### src/include/udr_consts.svh
`ifndef UDR_CONSTS_SVH
`define UDR_CONSTS_SVH
// Register byte offsets
`define UDR_ADDR_DATA   12'hf40
`define UDR_ADDR_STAT   12'hf44
`define UDR_ADDR_CTRL   12'hf48
`define UDR_ADDR_DIVH   12'hf4c
`define UDR_ADDR_DIVL   12'hf50
// Status bits
`define UDR_STAT_PEND   0
`define UDR_STAT_MP     1
`define UDR_STAT_BUSY   2
// Control bits
`define UDR_CTRL_RDIE   0
`define UDR_CTRL_MPEN   1
`define UDR_CTRL_MPTX   2
// Reset values, frame lengths, receive bit indices and response codes
`define UDR_DIV_RST     16'h0010
`define UDR_CTRL_RST    3'h0
`define UDR_FRAME_LONG  4'hb
`define UDR_FRAME_SHORT 4'ha
`define UDR_RX_STOP_L   4'ha
`define UDR_RX_STOP_S   4'h9
`define UDR_RX_MP_IDX   4'h9
`define UDR_RESP_OK     2'b00
`define UDR_RESP_ERR    2'b10
`endif

### src/include/udr_pkg.sv
package udr_pkg;
    typedef enum logic [2:0]
    {
        UDR_SEL_DATA = 3'b000,
        UDR_SEL_STAT = 3'b001,
        UDR_SEL_CTRL = 3'b010,
        UDR_SEL_DIVH = 3'b011,
        UDR_SEL_DIVL = 3'b100,
        UDR_SEL_NONE = 3'b111
    } udr_sel_e;

    typedef enum logic [0:0]
    {
        UDR_RX_IDLE = 1'b0,
        UDR_RX_RUN  = 1'b1
    } udr_rx_state_e;
endpackage

### src/udr_top.sv
`timescale 1ns/1ns
`include "udr_consts.svh"
module udr_top (
    input  wire logic        aclk,
    input  wire logic        aresetn,
    input  wire logic [31:0] s_axi_awaddr,
    input  wire logic        s_axi_awvalid,
    output logic             s_axi_awready,
    input  wire logic [31:0] s_axi_wdata,
    input  wire logic [3:0]  s_axi_wstrb,
    input  wire logic        s_axi_wvalid,
    output logic             s_axi_wready,
    output logic [1:0]       s_axi_bresp,
    output logic             s_axi_bvalid,
    input  wire logic        s_axi_bready,
    input  wire logic [31:0] s_axi_araddr,
    input  wire logic        s_axi_arvalid,
    output logic             s_axi_arready,
    output logic [31:0]      s_axi_rdata,
    output logic [1:0]       s_axi_rresp,
    output logic             s_axi_rvalid,
    input  wire logic        s_axi_rready,
    input  wire logic        serial_in_pin,
    output logic             serial_out_pin,
    output logic             receiver_irq_pending
);
    import udr_pkg::*;

    function automatic udr_sel_e udr_decode(input logic [31:0] a);
        case (a[11:0])
            `UDR_ADDR_DATA: udr_decode = UDR_SEL_DATA;
            `UDR_ADDR_STAT: udr_decode = UDR_SEL_STAT;
            `UDR_ADDR_CTRL: udr_decode = UDR_SEL_CTRL;
            `UDR_ADDR_DIVH: udr_decode = UDR_SEL_DIVH;
            `UDR_ADDR_DIVL: udr_decode = UDR_SEL_DIVL;
            default:        udr_decode = UDR_SEL_NONE;
        endcase
        if (a[31:12] != 20'h00000)
        begin
            udr_decode = UDR_SEL_NONE;
        end
    endfunction

    logic          aw_got_ff, nxt_aw_got, w_got_ff, nxt_w_got;
    logic [31:0]   awaddr_ff, nxt_awaddr, wdata_ff, nxt_wdata;
    logic [3:0]    wstrb_ff, nxt_wstrb;
    logic          awready_ff, nxt_awready, wready_ff, nxt_wready;
    logic          bvalid_ff, nxt_bvalid, arready_ff, nxt_arready;
    logic          rvalid_ff, nxt_rvalid;
    logic [1:0]    bresp_ff, nxt_bresp, rresp_ff, nxt_rresp;
    logic [31:0]   rdata_ff, nxt_rdata;
    logic [2:0]    ctrl_ff, nxt_ctrl;
    logic [15:0]   div_ff, nxt_div;
    logic          pend_ff, nxt_pend, mp_ff, nxt_mp;
    logic [7:0]    rx_byte_ff, nxt_rx_byte;
    logic          do_wr, rd_data;
    logic [31:0]   wr_addr, wr_data;
    logic [3:0]    wr_strb;
    udr_sel_e      wr_sel, rd_sel;
    logic          tick;
    logic          tx_load;
    logic [10:0]   tx_sh_ff, nxt_tx_sh;
    logic [3:0]    tx_cnt_ff, nxt_tx_cnt;
    logic          tx_busy_ff, nxt_tx_busy, tx_out_ff, nxt_tx_out;

    // Bus write and read channels plus register side effects
    always_comb
    begin
        nxt_aw_got  = aw_got_ff | (s_axi_awvalid & awready_ff);
        nxt_w_got   = w_got_ff | (s_axi_wvalid & wready_ff);
        nxt_awaddr  = (s_axi_awvalid & awready_ff) ? s_axi_awaddr : awaddr_ff;
        nxt_wdata   = (s_axi_wvalid & wready_ff) ? s_axi_wdata : wdata_ff;
        nxt_wstrb   = (s_axi_wvalid & wready_ff) ? s_axi_wstrb : wstrb_ff;
        wr_addr     = nxt_awaddr;
        wr_data     = nxt_wdata;
        wr_strb     = nxt_wstrb;
        wr_sel      = udr_decode(wr_addr);
        do_wr       = nxt_aw_got & nxt_w_got & ~bvalid_ff;
        nxt_bvalid  = bvalid_ff & ~s_axi_bready;
        nxt_bresp   = bresp_ff;
        nxt_ctrl    = ctrl_ff;
        nxt_div     = div_ff;
        tx_load     = 1'b0;
        if (do_wr)
        begin
            nxt_aw_got = 1'b0;
            nxt_w_got  = 1'b0;
            nxt_bvalid = 1'b1;
            nxt_bresp  = (wr_sel == UDR_SEL_NONE) ? `UDR_RESP_ERR : `UDR_RESP_OK;
            if (wr_strb[0])
            begin
                case (wr_sel)
                    UDR_SEL_DATA: tx_load = 1'b1;
                    UDR_SEL_CTRL: nxt_ctrl = wr_data[2:0];
                    UDR_SEL_DIVH: nxt_div[15:8] = wr_data[7:0];
                    UDR_SEL_DIVL: nxt_div[7:0] = wr_data[7:0];
                    default:      nxt_ctrl = ctrl_ff;
                endcase
            end
        end
        nxt_awready = ~nxt_aw_got & ~nxt_bvalid;
        nxt_wready  = ~nxt_w_got & ~nxt_bvalid;
        rd_sel      = udr_decode(s_axi_araddr);
        rd_data     = 1'b0;
        nxt_rvalid  = rvalid_ff & ~s_axi_rready;
        nxt_rdata   = rdata_ff;
        nxt_rresp   = rresp_ff;
        if (s_axi_arvalid & arready_ff)
        begin
            nxt_rvalid = 1'b1;
            nxt_rresp  = `UDR_RESP_OK;
            nxt_rdata  = 32'h00000000;
            case (rd_sel)
                UDR_SEL_DATA:
                begin
                    nxt_rdata[7:0] = rx_byte_ff;
                    rd_data        = 1'b1;
                end
                UDR_SEL_STAT:
                begin
                    nxt_rdata[`UDR_STAT_PEND] = pend_ff;
                    nxt_rdata[`UDR_STAT_MP]   = mp_ff;
                    nxt_rdata[`UDR_STAT_BUSY] = tx_busy_ff;
                end
                UDR_SEL_CTRL: nxt_rdata[2:0] = ctrl_ff;
                UDR_SEL_DIVH: nxt_rdata[7:0] = div_ff[15:8];
                UDR_SEL_DIVL: nxt_rdata[7:0] = div_ff[7:0];
                default:      nxt_rresp = `UDR_RESP_ERR;
            endcase
        end
        nxt_arready = ~nxt_rvalid;
    end

    always_ff @(posedge aclk)
    begin
        if (!aresetn)
        begin
            aw_got_ff  <= 1'b0;
            w_got_ff   <= 1'b0;
            awaddr_ff  <= 32'h00000000;
            wdata_ff   <= 32'h00000000;
            wstrb_ff   <= 4'h0;
            awready_ff <= 1'b0;
            wready_ff  <= 1'b0;
            bvalid_ff  <= 1'b0;
            bresp_ff   <= `UDR_RESP_OK;
            arready_ff <= 1'b0;
            rvalid_ff  <= 1'b0;
            rresp_ff   <= `UDR_RESP_OK;
            rdata_ff   <= 32'h00000000;
            ctrl_ff    <= `UDR_CTRL_RST;
            div_ff     <= `UDR_DIV_RST;
        end
        else
        begin
            aw_got_ff  <= nxt_aw_got;
            w_got_ff   <= nxt_w_got;
            awaddr_ff  <= nxt_awaddr;
            wdata_ff   <= nxt_wdata;
            wstrb_ff   <= nxt_wstrb;
            awready_ff <= nxt_awready;
            wready_ff  <= nxt_wready;
            bvalid_ff  <= nxt_bvalid;
            bresp_ff   <= nxt_bresp;
            arready_ff <= nxt_arready;
            rvalid_ff  <= nxt_rvalid;
            rresp_ff   <= nxt_rresp;
            rdata_ff   <= nxt_rdata;
            ctrl_ff    <= nxt_ctrl;
            div_ff     <= nxt_div;
        end
    end

    // Bit-rate divider on the system clock
    udr_rate_div #(.W(16)) u_div (
        .aclk    (aclk),
        .aresetn (aresetn),
        .divisor (div_ff),
        .tick    (tick)
    );

    // Transmitter: start bit, eight data bits, optional mp bit, stop bit
    always_comb
    begin
        nxt_tx_sh   = tx_sh_ff;
        nxt_tx_cnt  = tx_cnt_ff;
        nxt_tx_busy = tx_busy_ff;
        nxt_tx_out  = tx_out_ff;
        if (tx_load && !tx_busy_ff)
        begin
            nxt_tx_busy = 1'b1;
            if (ctrl_ff[`UDR_CTRL_MPEN])
            begin
                nxt_tx_sh  = {1'b1, ctrl_ff[`UDR_CTRL_MPTX], wr_data[7:0], 1'b0};
                nxt_tx_cnt = `UDR_FRAME_LONG;
            end
            else
            begin
                nxt_tx_sh  = {2'b11, wr_data[7:0], 1'b0};
                nxt_tx_cnt = `UDR_FRAME_SHORT;
            end
        end
        else if (tx_busy_ff && tick)
        begin
            if (tx_cnt_ff == 4'h0)
            begin
                nxt_tx_busy = 1'b0;
                nxt_tx_out  = 1'b1;
            end
            else
            begin
                nxt_tx_out = tx_sh_ff[0];
                nxt_tx_sh  = {1'b1, tx_sh_ff[10:1]};
                nxt_tx_cnt = tx_cnt_ff - 4'h1;
            end
        end
    end

    always_ff @(posedge aclk)
    begin
        if (!aresetn)
        begin
            tx_sh_ff   <= 11'h7ff;
            tx_cnt_ff  <= 4'h0;
            tx_busy_ff <= 1'b0;
            tx_out_ff  <= 1'b1;
        end
        else
        begin
            tx_sh_ff   <= nxt_tx_sh;
            tx_cnt_ff  <= nxt_tx_cnt;
            tx_busy_ff <= nxt_tx_busy;
            tx_out_ff  <= nxt_tx_out;
        end
    end

    // Receiver: synchronise, find start edge, sample mid-bit
    logic           rx_s1_ff, rx_s2_ff, rx_s3_ff;
    udr_rx_state_e  rx_st_ff, nxt_rx_st;
    logic [15:0]    rx_tmr_ff, nxt_rx_tmr;
    logic [3:0]     rx_idx_ff, nxt_rx_idx;
    logic [7:0]     rx_sh_ff, nxt_rx_sh;
    logic           rx_mpb_ff, nxt_rx_mpb, rx_done;
    always_comb
    begin
        nxt_rx_st  = rx_st_ff;
        nxt_rx_tmr = rx_tmr_ff;
        nxt_rx_idx = rx_idx_ff;
        nxt_rx_sh  = rx_sh_ff;
        nxt_rx_mpb = rx_mpb_ff;
        rx_done    = 1'b0;
        case (rx_st_ff)
            UDR_RX_IDLE:
            begin
                if (rx_s3_ff && !rx_s2_ff)
                begin
                    nxt_rx_st  = UDR_RX_RUN;
                    nxt_rx_tmr = {1'b0, div_ff[15:1]};
                    nxt_rx_idx = 4'h0;
                    nxt_rx_mpb = 1'b0;
                end
            end
            UDR_RX_RUN:
            begin
                nxt_rx_tmr = rx_tmr_ff - 16'h0001;
                if (rx_tmr_ff == 16'h0000)
                begin
                    nxt_rx_tmr = div_ff - 16'h0001;
                    nxt_rx_idx = rx_idx_ff + 4'h1;
                    if (rx_idx_ff == 4'h0 && rx_s2_ff)
                    begin
                        nxt_rx_st = UDR_RX_IDLE;
                    end
                    else if (rx_idx_ff == (ctrl_ff[`UDR_CTRL_MPEN] ?
                             `UDR_RX_STOP_L : `UDR_RX_STOP_S))
                    begin
                        nxt_rx_st = UDR_RX_IDLE;
                        rx_done   = 1'b1;
                    end
                    else if (rx_idx_ff == `UDR_RX_MP_IDX)
                    begin
                        nxt_rx_mpb = rx_s2_ff;
                    end
                    else if (rx_idx_ff != 4'h0)
                    begin
                        nxt_rx_sh = {rx_s2_ff, rx_sh_ff[7:1]};
                    end
                end
            end
            default: nxt_rx_st = UDR_RX_IDLE;
        endcase
        nxt_rx_byte = rx_done ? rx_sh_ff : rx_byte_ff;
        // Set wins over the clear caused by a data read
        nxt_mp   = rx_done ? rx_mpb_ff : (mp_ff & ~rd_data);
        nxt_pend = rx_done | (ctrl_ff[`UDR_CTRL_RDIE] & tick)
                   | (pend_ff & ~rd_data);
    end

    always_ff @(posedge aclk)
    begin
        if (!aresetn)
        begin
            rx_s1_ff   <= 1'b1;
            rx_s2_ff   <= 1'b1;
            rx_s3_ff   <= 1'b1;
            rx_st_ff   <= UDR_RX_IDLE;
            rx_tmr_ff  <= 16'h0000;
            rx_idx_ff  <= 4'h0;
            rx_sh_ff   <= 8'h00;
            rx_mpb_ff  <= 1'b0;
            rx_byte_ff <= 8'h00;
            mp_ff      <= 1'b0;
            pend_ff    <= 1'b0;
        end
        else
        begin
            rx_s1_ff   <= serial_in_pin;
            rx_s2_ff   <= rx_s1_ff;
            rx_s3_ff   <= rx_s2_ff;
            rx_st_ff   <= nxt_rx_st;
            rx_tmr_ff  <= nxt_rx_tmr;
            rx_idx_ff  <= nxt_rx_idx;
            rx_sh_ff   <= nxt_rx_sh;
            rx_mpb_ff  <= nxt_rx_mpb;
            rx_byte_ff <= nxt_rx_byte;
            mp_ff      <= nxt_mp;
            pend_ff    <= nxt_pend;
        end
    end

    assign s_axi_awready        = awready_ff;
    assign s_axi_wready         = wready_ff;
    assign s_axi_bvalid         = bvalid_ff;
    assign s_axi_bresp          = bresp_ff;
    assign s_axi_arready        = arready_ff;
    assign s_axi_rvalid         = rvalid_ff;
    assign s_axi_rresp          = rresp_ff;
    assign s_axi_rdata          = rdata_ff;
    assign serial_out_pin       = tx_out_ff;
    assign receiver_irq_pending = pend_ff;
endmodule

### src/udr_rate_div.sv
`timescale 1ns/1ns
`include "udr_consts.svh"
// Down counter that reloads from the divisor and pulses once per reload
module udr_rate_div #(
    parameter int W = 16
) (
    input  wire logic         aclk,
    input  wire logic         aresetn,
    input  wire logic [W-1:0] divisor,
    output logic              tick
);
    logic [W-1:0] count_ff;
    logic [W-1:0] nxt_count;
    logic         tick_ff;
    logic         nxt_tick;

    // Count system clocks down, reload at the terminal value
    always_comb
    begin
        nxt_tick  = 1'b0;
        nxt_count = count_ff - {{(W-1){1'b0}}, 1'b1};
        if (count_ff <= {{(W-1){1'b0}}, 1'b1})
        begin
            nxt_count = divisor;
            nxt_tick  = 1'b1;
        end
    end

    always_ff @(posedge aclk)
    begin
        if (!aresetn)
        begin
            count_ff <= W'(`UDR_DIV_RST);
            tick_ff  <= 1'b0;
        end
        else
        begin
            count_ff <= nxt_count;
            tick_ff  <= nxt_tick;
        end
    end

    assign tick = tick_ff;
endmodule

### config.mk
export PLATFORM = sky130hd
export DESIGN_NAME = udr_top
export DESIGN_NICKNAME = d
export VERILOG_FILES = /design/src/include/udr_pkg.sv /design/src/udr_top.sv /design/src/udr_rate_div.sv
export VERILOG_INCLUDE_DIRS = /design/src /design/src/include
export SDC_FILE = /design/constraint.sdc
export NUM_CORES = 1
export LEC_CHECK = 0
export ABC_AREA = 1
export BUFFER_PORTS_ARGS = -buffer_cell sky130_fd_sc_hd__buf_2
export CORE_MARGIN = 3
export CORE_UTILIZATION = 31
export DETAILED_ROUTE_END_ITERATION = 6
export PLACE_DENSITY = 0.56
export SLEW_MARGIN = 0
export SYNTH_ARGS = -nofsm -noshare
export SYNTH_HDL_FRONTEND = slang
export SYNTH_HIERARCHICAL = 1
export SYNTH_SLANG_ARGS = --single-unit
### constraint.sdc
create_clock -name aclk -period 2.01 [get_ports aclk]
set_input_delay 0.1005 -clock aclk [delete_from_list [all_inputs] [get_ports aclk]]
set_output_delay 0.1005 -clock aclk [all_outputs]
set_load 0.03 [all_outputs]
==> impl_metrics.csv <==
group,metric,value,unit
worst_setup_path,r2r.worst_path.cells,13,
outcome,outcome,"finished with violations",
detailed_routing,drt_pass1_iterations,4,
layout,regArea,3070,µm²
layout,leading_cell_types_in_the_layout_fill_and_taps_excluded,"249 x sky130_fd_sc_hd__nand2_1, 151 x sky130_fd_sc_hd__inv_1, 147 x sky130_fd_sc_hd__nor2_1, 147 x sky130_fd_sc_hd__dfxtp_1, 99 x sky130_fd_sc_hd__buf_2",
grt,grt_max_degree,61,
timing,timing.final.ws_setup,-128,ps
synthesis,most_frequently_used_flop_master_after_synthesis,"sky130_fd_sc_hd__dfxtp_1",
flow_run,timing.max_cap.violations,0,
die,die_width,166,µm
placement,numPlacedInstances,1671,
layout,finalNetCount,1519,
placement,finalWeightedCongestion,0.906,
timing,timing.final.crit_share,106,%
placement,place_ws,-163,ps
detailed_routing,routed_wire_length,23.4,mm
worst_setup_path,path_max_fanout,13,
clock_network,maximum_root_to_sink_buffer_count,2,
grt,initial_antenna_violation_count,0,
clock_network,cts_buffers,17,
layout,post-route-util,43.4,%
layout,area.growth.synth_to_final,35.2,%
worst_setup_path,reg2reg_slack,-130,ps
clock_network,worstSkewPairLatency,430,ps
worst_setup_path,worst_ep_required_time,2300,ps
layout,final_cells,1740,
detailed_routing,drt-wirelength-per-cell,13.5,µm
layout,diodes,0,
timing,grt_setup_unrepaired,"yes",
layout,layout_commonest_cell,"sky130_fd_sc_hd__nand2_1",
grt,first_global_vias,7605,
synthesis,synth_area_per_cell,6.68,µm²
worst_setup_path,worst_setup_path_endpoint,"tx_sh_ff[4]$_SDFFE_PN1P_",
detailed_routing,detailroute.via_count,8153,
worst_setup_path,critical_register_to_register_path_startpoint,"s_axi_awready$_SDFF_PN0_",
synthesis,ys_ff_latch,153,
die,ioPinCount,151,
worst_setup_path,critPathKind,"flop to flop",
worst_setup_path,worst_setup_path_start_kind,"flop",
power_and_ir_drop,vdd.ir_drop.worst,0.610,mV
clock_network,tritoncts_clock_tree,"done",
worst_setup_path,crit-reg2reg-capture,"tx_sh_ff[4]$_SDFFE_PN1P_",
timing,timing.fmax,0.468,GHz
timing,drv_slew,0,
grt,wire_length_of_the_first_global_routing_pass,37.6,mm
clock_network,numClockSinks,153,
clock_network,clock_tree.root_cell,"sky130_fd_sc_hd__clkbuf_16",
worst_hold_path,class_of_the_worst_hold_path,"input port to flop",
timing,period_minus_slack,2140,ps
detailed_routing,remaining_drc_errors,0,
timing,worst_tran_pin_value,605,ps
outcome,violations,"negative setup slack",
timing,clock_skew,16.6,ps
timing,hold_viol_final,0,
timing,max-slew-margin-rel,59.5,%
worst_setup_path,cp-end-kind,"flop",
worst_setup_path,crit_arrival,2430,ps
detailed_routing,drt_first_iter_violations,341,
die,starting_density_of_the_core,32.1,%
worst_setup_path,critPathLaunch,"s_axi_awready$_SDFF_PN0_",
placement,detailed_place_hpwl,17.1,mm
timing,hold_ws,18.2,ps
layout,multi_input_logic_area,4330,µm²
synthesis,netlist-cell-type-count,43,
die,fp.dieArea,27600,µm²
detailed_routing,vias_per_cell,4.69,
power_and_ir_drop,power.density_cell_area,1110,nW/µm²
synthesis,syn_area,7950,µm²
detailed_routing,ant_nets_after_route,0,
layout,final_layout_size_suffix_gt1_share,26.9,%
layout,fillers,2528,
synthesis,yosysWarningCount,6,
placement,numPortBuffers,97,
grt,total_routing_usage_reported_by_global_routing,16.5,%
synthesis,async_flop_share,0,%
grt,grt_overflow_total,0,
synthesis,synthesis.instances,1191,
die,core_area,24700,µm²
power_and_ir_drop,p_leak,0.00513,µW
die,floorplan.rows,57,
timing,setup_viol_count_final,25,
clock_network,cts_htree_levels,4,
synthesis,synth_edf_count,0,
synthesis,sequential_cell_area_fraction_in_the_yosys_report,38.5,%
clock_network,worst_setup_hold_path_clk_slew,80,ps
die,die_y,166,µm
[synthesized netlist by cell type, types with 4 or more instances]
cell type / number / area, µm²
sky130_fd_sc_hd__a31oi_1: 6 / 37.5
sky130_fd_sc_hd__ha_1: 8 / 100
sky130_fd_sc_hd__nor2_1: 162 / 608
sky130_fd_sc_hd__dfxtp_1: 153 / 3060
sky130_fd_sc_hd__nand4_1: 20 / 125
sky130_fd_sc_hd__nand2_1: 268 / 1010
sky130_fd_sc_hd__nand3b_1: 22 / 165
sky130_fd_sc_hd__nor2_2: 19 / 119
sky130_fd_sc_hd__a211oi_1: 9 / 67.6
sky130_fd_sc_hd__buf_2: 13 / 65.1
sky130_fd_sc_hd__o21ai_2: 5 / 43.8
sky130_fd_sc_hd__o21ai_0: 39 / 195
sky130_fd_sc_hd__a21oi_1: 73 / 365
sky130_fd_sc_hd__o22ai_1: 11 / 68.8
sky130_fd_sc_hd__inv_1: 159 / 597
sky130_fd_sc_hd__nor3_1: 4 / 20.0
sky130_fd_sc_hd__xor2_1: 7 / 61.3
sky130_fd_sc_hd__or2_2: 12 / 75.1
sky130_fd_sc_hd__o21ai_1: 28 / 140
sky130_fd_sc_hd__buf_4: 27 / 203
sky130_fd_sc_hd__nand3_1: 90 / 450
sky130_fd_sc_hd__clkbuf_1: 21 / 78.8
[sequential cells by signal (all words and copies together), names as in the netlist, 3 cells and up]
name / count
tx_cnt_ff: 4
rx_byte_ff: 8
div_ff: 16
rx_idx_ff: 4
awaddr_ff: 32
wdata_ff: 8
rx_tmr_ff: 16
rx_sh_ff: 8
ctrl_ff: 3
u_div/count_ff: 16
s_axi_rdata: 8
tx_sh_ff: 10
[layer usage]
metal  vias up  routed length, µm  GRT usage [%]
met5         -                  0              0
met4         0                396           4.77
met3        31               1130           3.09
met2       209              11200           27.7
met1      3753              10700           21.5
li1       4160                  -              -
[cell families (layout without fill, tap and decap cells)]
logic type      after synthesis  count (layout)  synth area share [%]
mux                           1               1                 0.126
buf+inv                     231             430                  12.7
simple gates                612             613                  34.2
other cells                   1              26                0.0471
xor+xnor                      9               9                 0.991
flops                       153             153                  38.5
compound gates              176             176                  12.1
fa+ha+maj                     8               8                  1.26
[power by group]
| group | total, µW | switching, µW | internal (µW) |
|---|---|---|---|
| Combinational | 5150 | 3140 | 2010 |
| Sequential | 3550 | 205 | 3340 |
| Clock | 3290 | 1580 | 1700 |
[layout make-up]
| type | count | area share (%) |
|---|---|---|
| clock buffers | 17 | 3.96 |
| clock inverters | 15 | 1.83 |
| inverters | 164 | 5.76 |
| multi-input cells | 833 | 40.3 |
| flip-flops and latches | 153 | 28.6 |
| well taps | 324 | 3.77 |
| repair buffers | 234 | 15.8 |
[how the worst min path moves through the flow]
| stage | startpoint | endpoint | cells after the start |
|---|---|---|---|
| floorplan | serial_in_pin | rx_s1_ff$_SDFF_PN1_ | 1 |
| global placement | serial_in_pin | rx_s1_ff$_SDFF_PN1_ | 2 |
| detailed placement | serial_in_pin | rx_s1_ff$_SDFF_PN1_ | 2 |
| CTS | s_axi_awaddr[14] | awaddr_ff[14]$_SDFF_PN0_ | 5 |
| global route | s_axi_bready | s_axi_bvalid$_SDFF_PN0_ | 4 |
| finish | s_axi_bready | s_axi_bvalid$_SDFF_PN0_ | 4 |
[critical path: stages (launching register included)]
cell and delay (ps):
sky130_fd_sc_hd__dfxtp_4 390, sky130_fd_sc_hd__nand2_8 90, sky130_fd_sc_hd__buf_12 150, sky130_fd_sc_hd__o21ai_2 140, sky130_fd_sc_hd__nand2_1 70, sky130_fd_sc_hd__nor2_1 120
sky130_fd_sc_hd__nand2_1 130, sky130_fd_sc_hd__nor2_4 160, sky130_fd_sc_hd__nand3_2 120, sky130_fd_sc_hd__nor2_4 190, sky130_fd_sc_hd__nand3_4 130, sky130_fd_sc_hd__buf_12 170
sky130_fd_sc_hd__nand3_1 60, sky130_fd_sc_hd__nand4_1 80
[stage by stage]
step	instance area, µm²	TNS [ps]	total power, µW
after floorplan	8070	0	6680
after global placement	9400	-3130	7890
after detailed placement	9400	-4840	7930
after CTS	10500	-2070	11400
after global routing	10800	-5950	12800
final	10800	-2150	12000
[what timing repair did]
action                                 CTS  global route
pin swaps                                3            23
buffers inserted                         3             6
endpoints found under the hold margin   25             0
setup endpoints to repair               43            48
hold buffers                            24             0
cloned                                   2             2
resized for setup                       36            79
No activity file was read; power rests on OpenSTA's default activity.
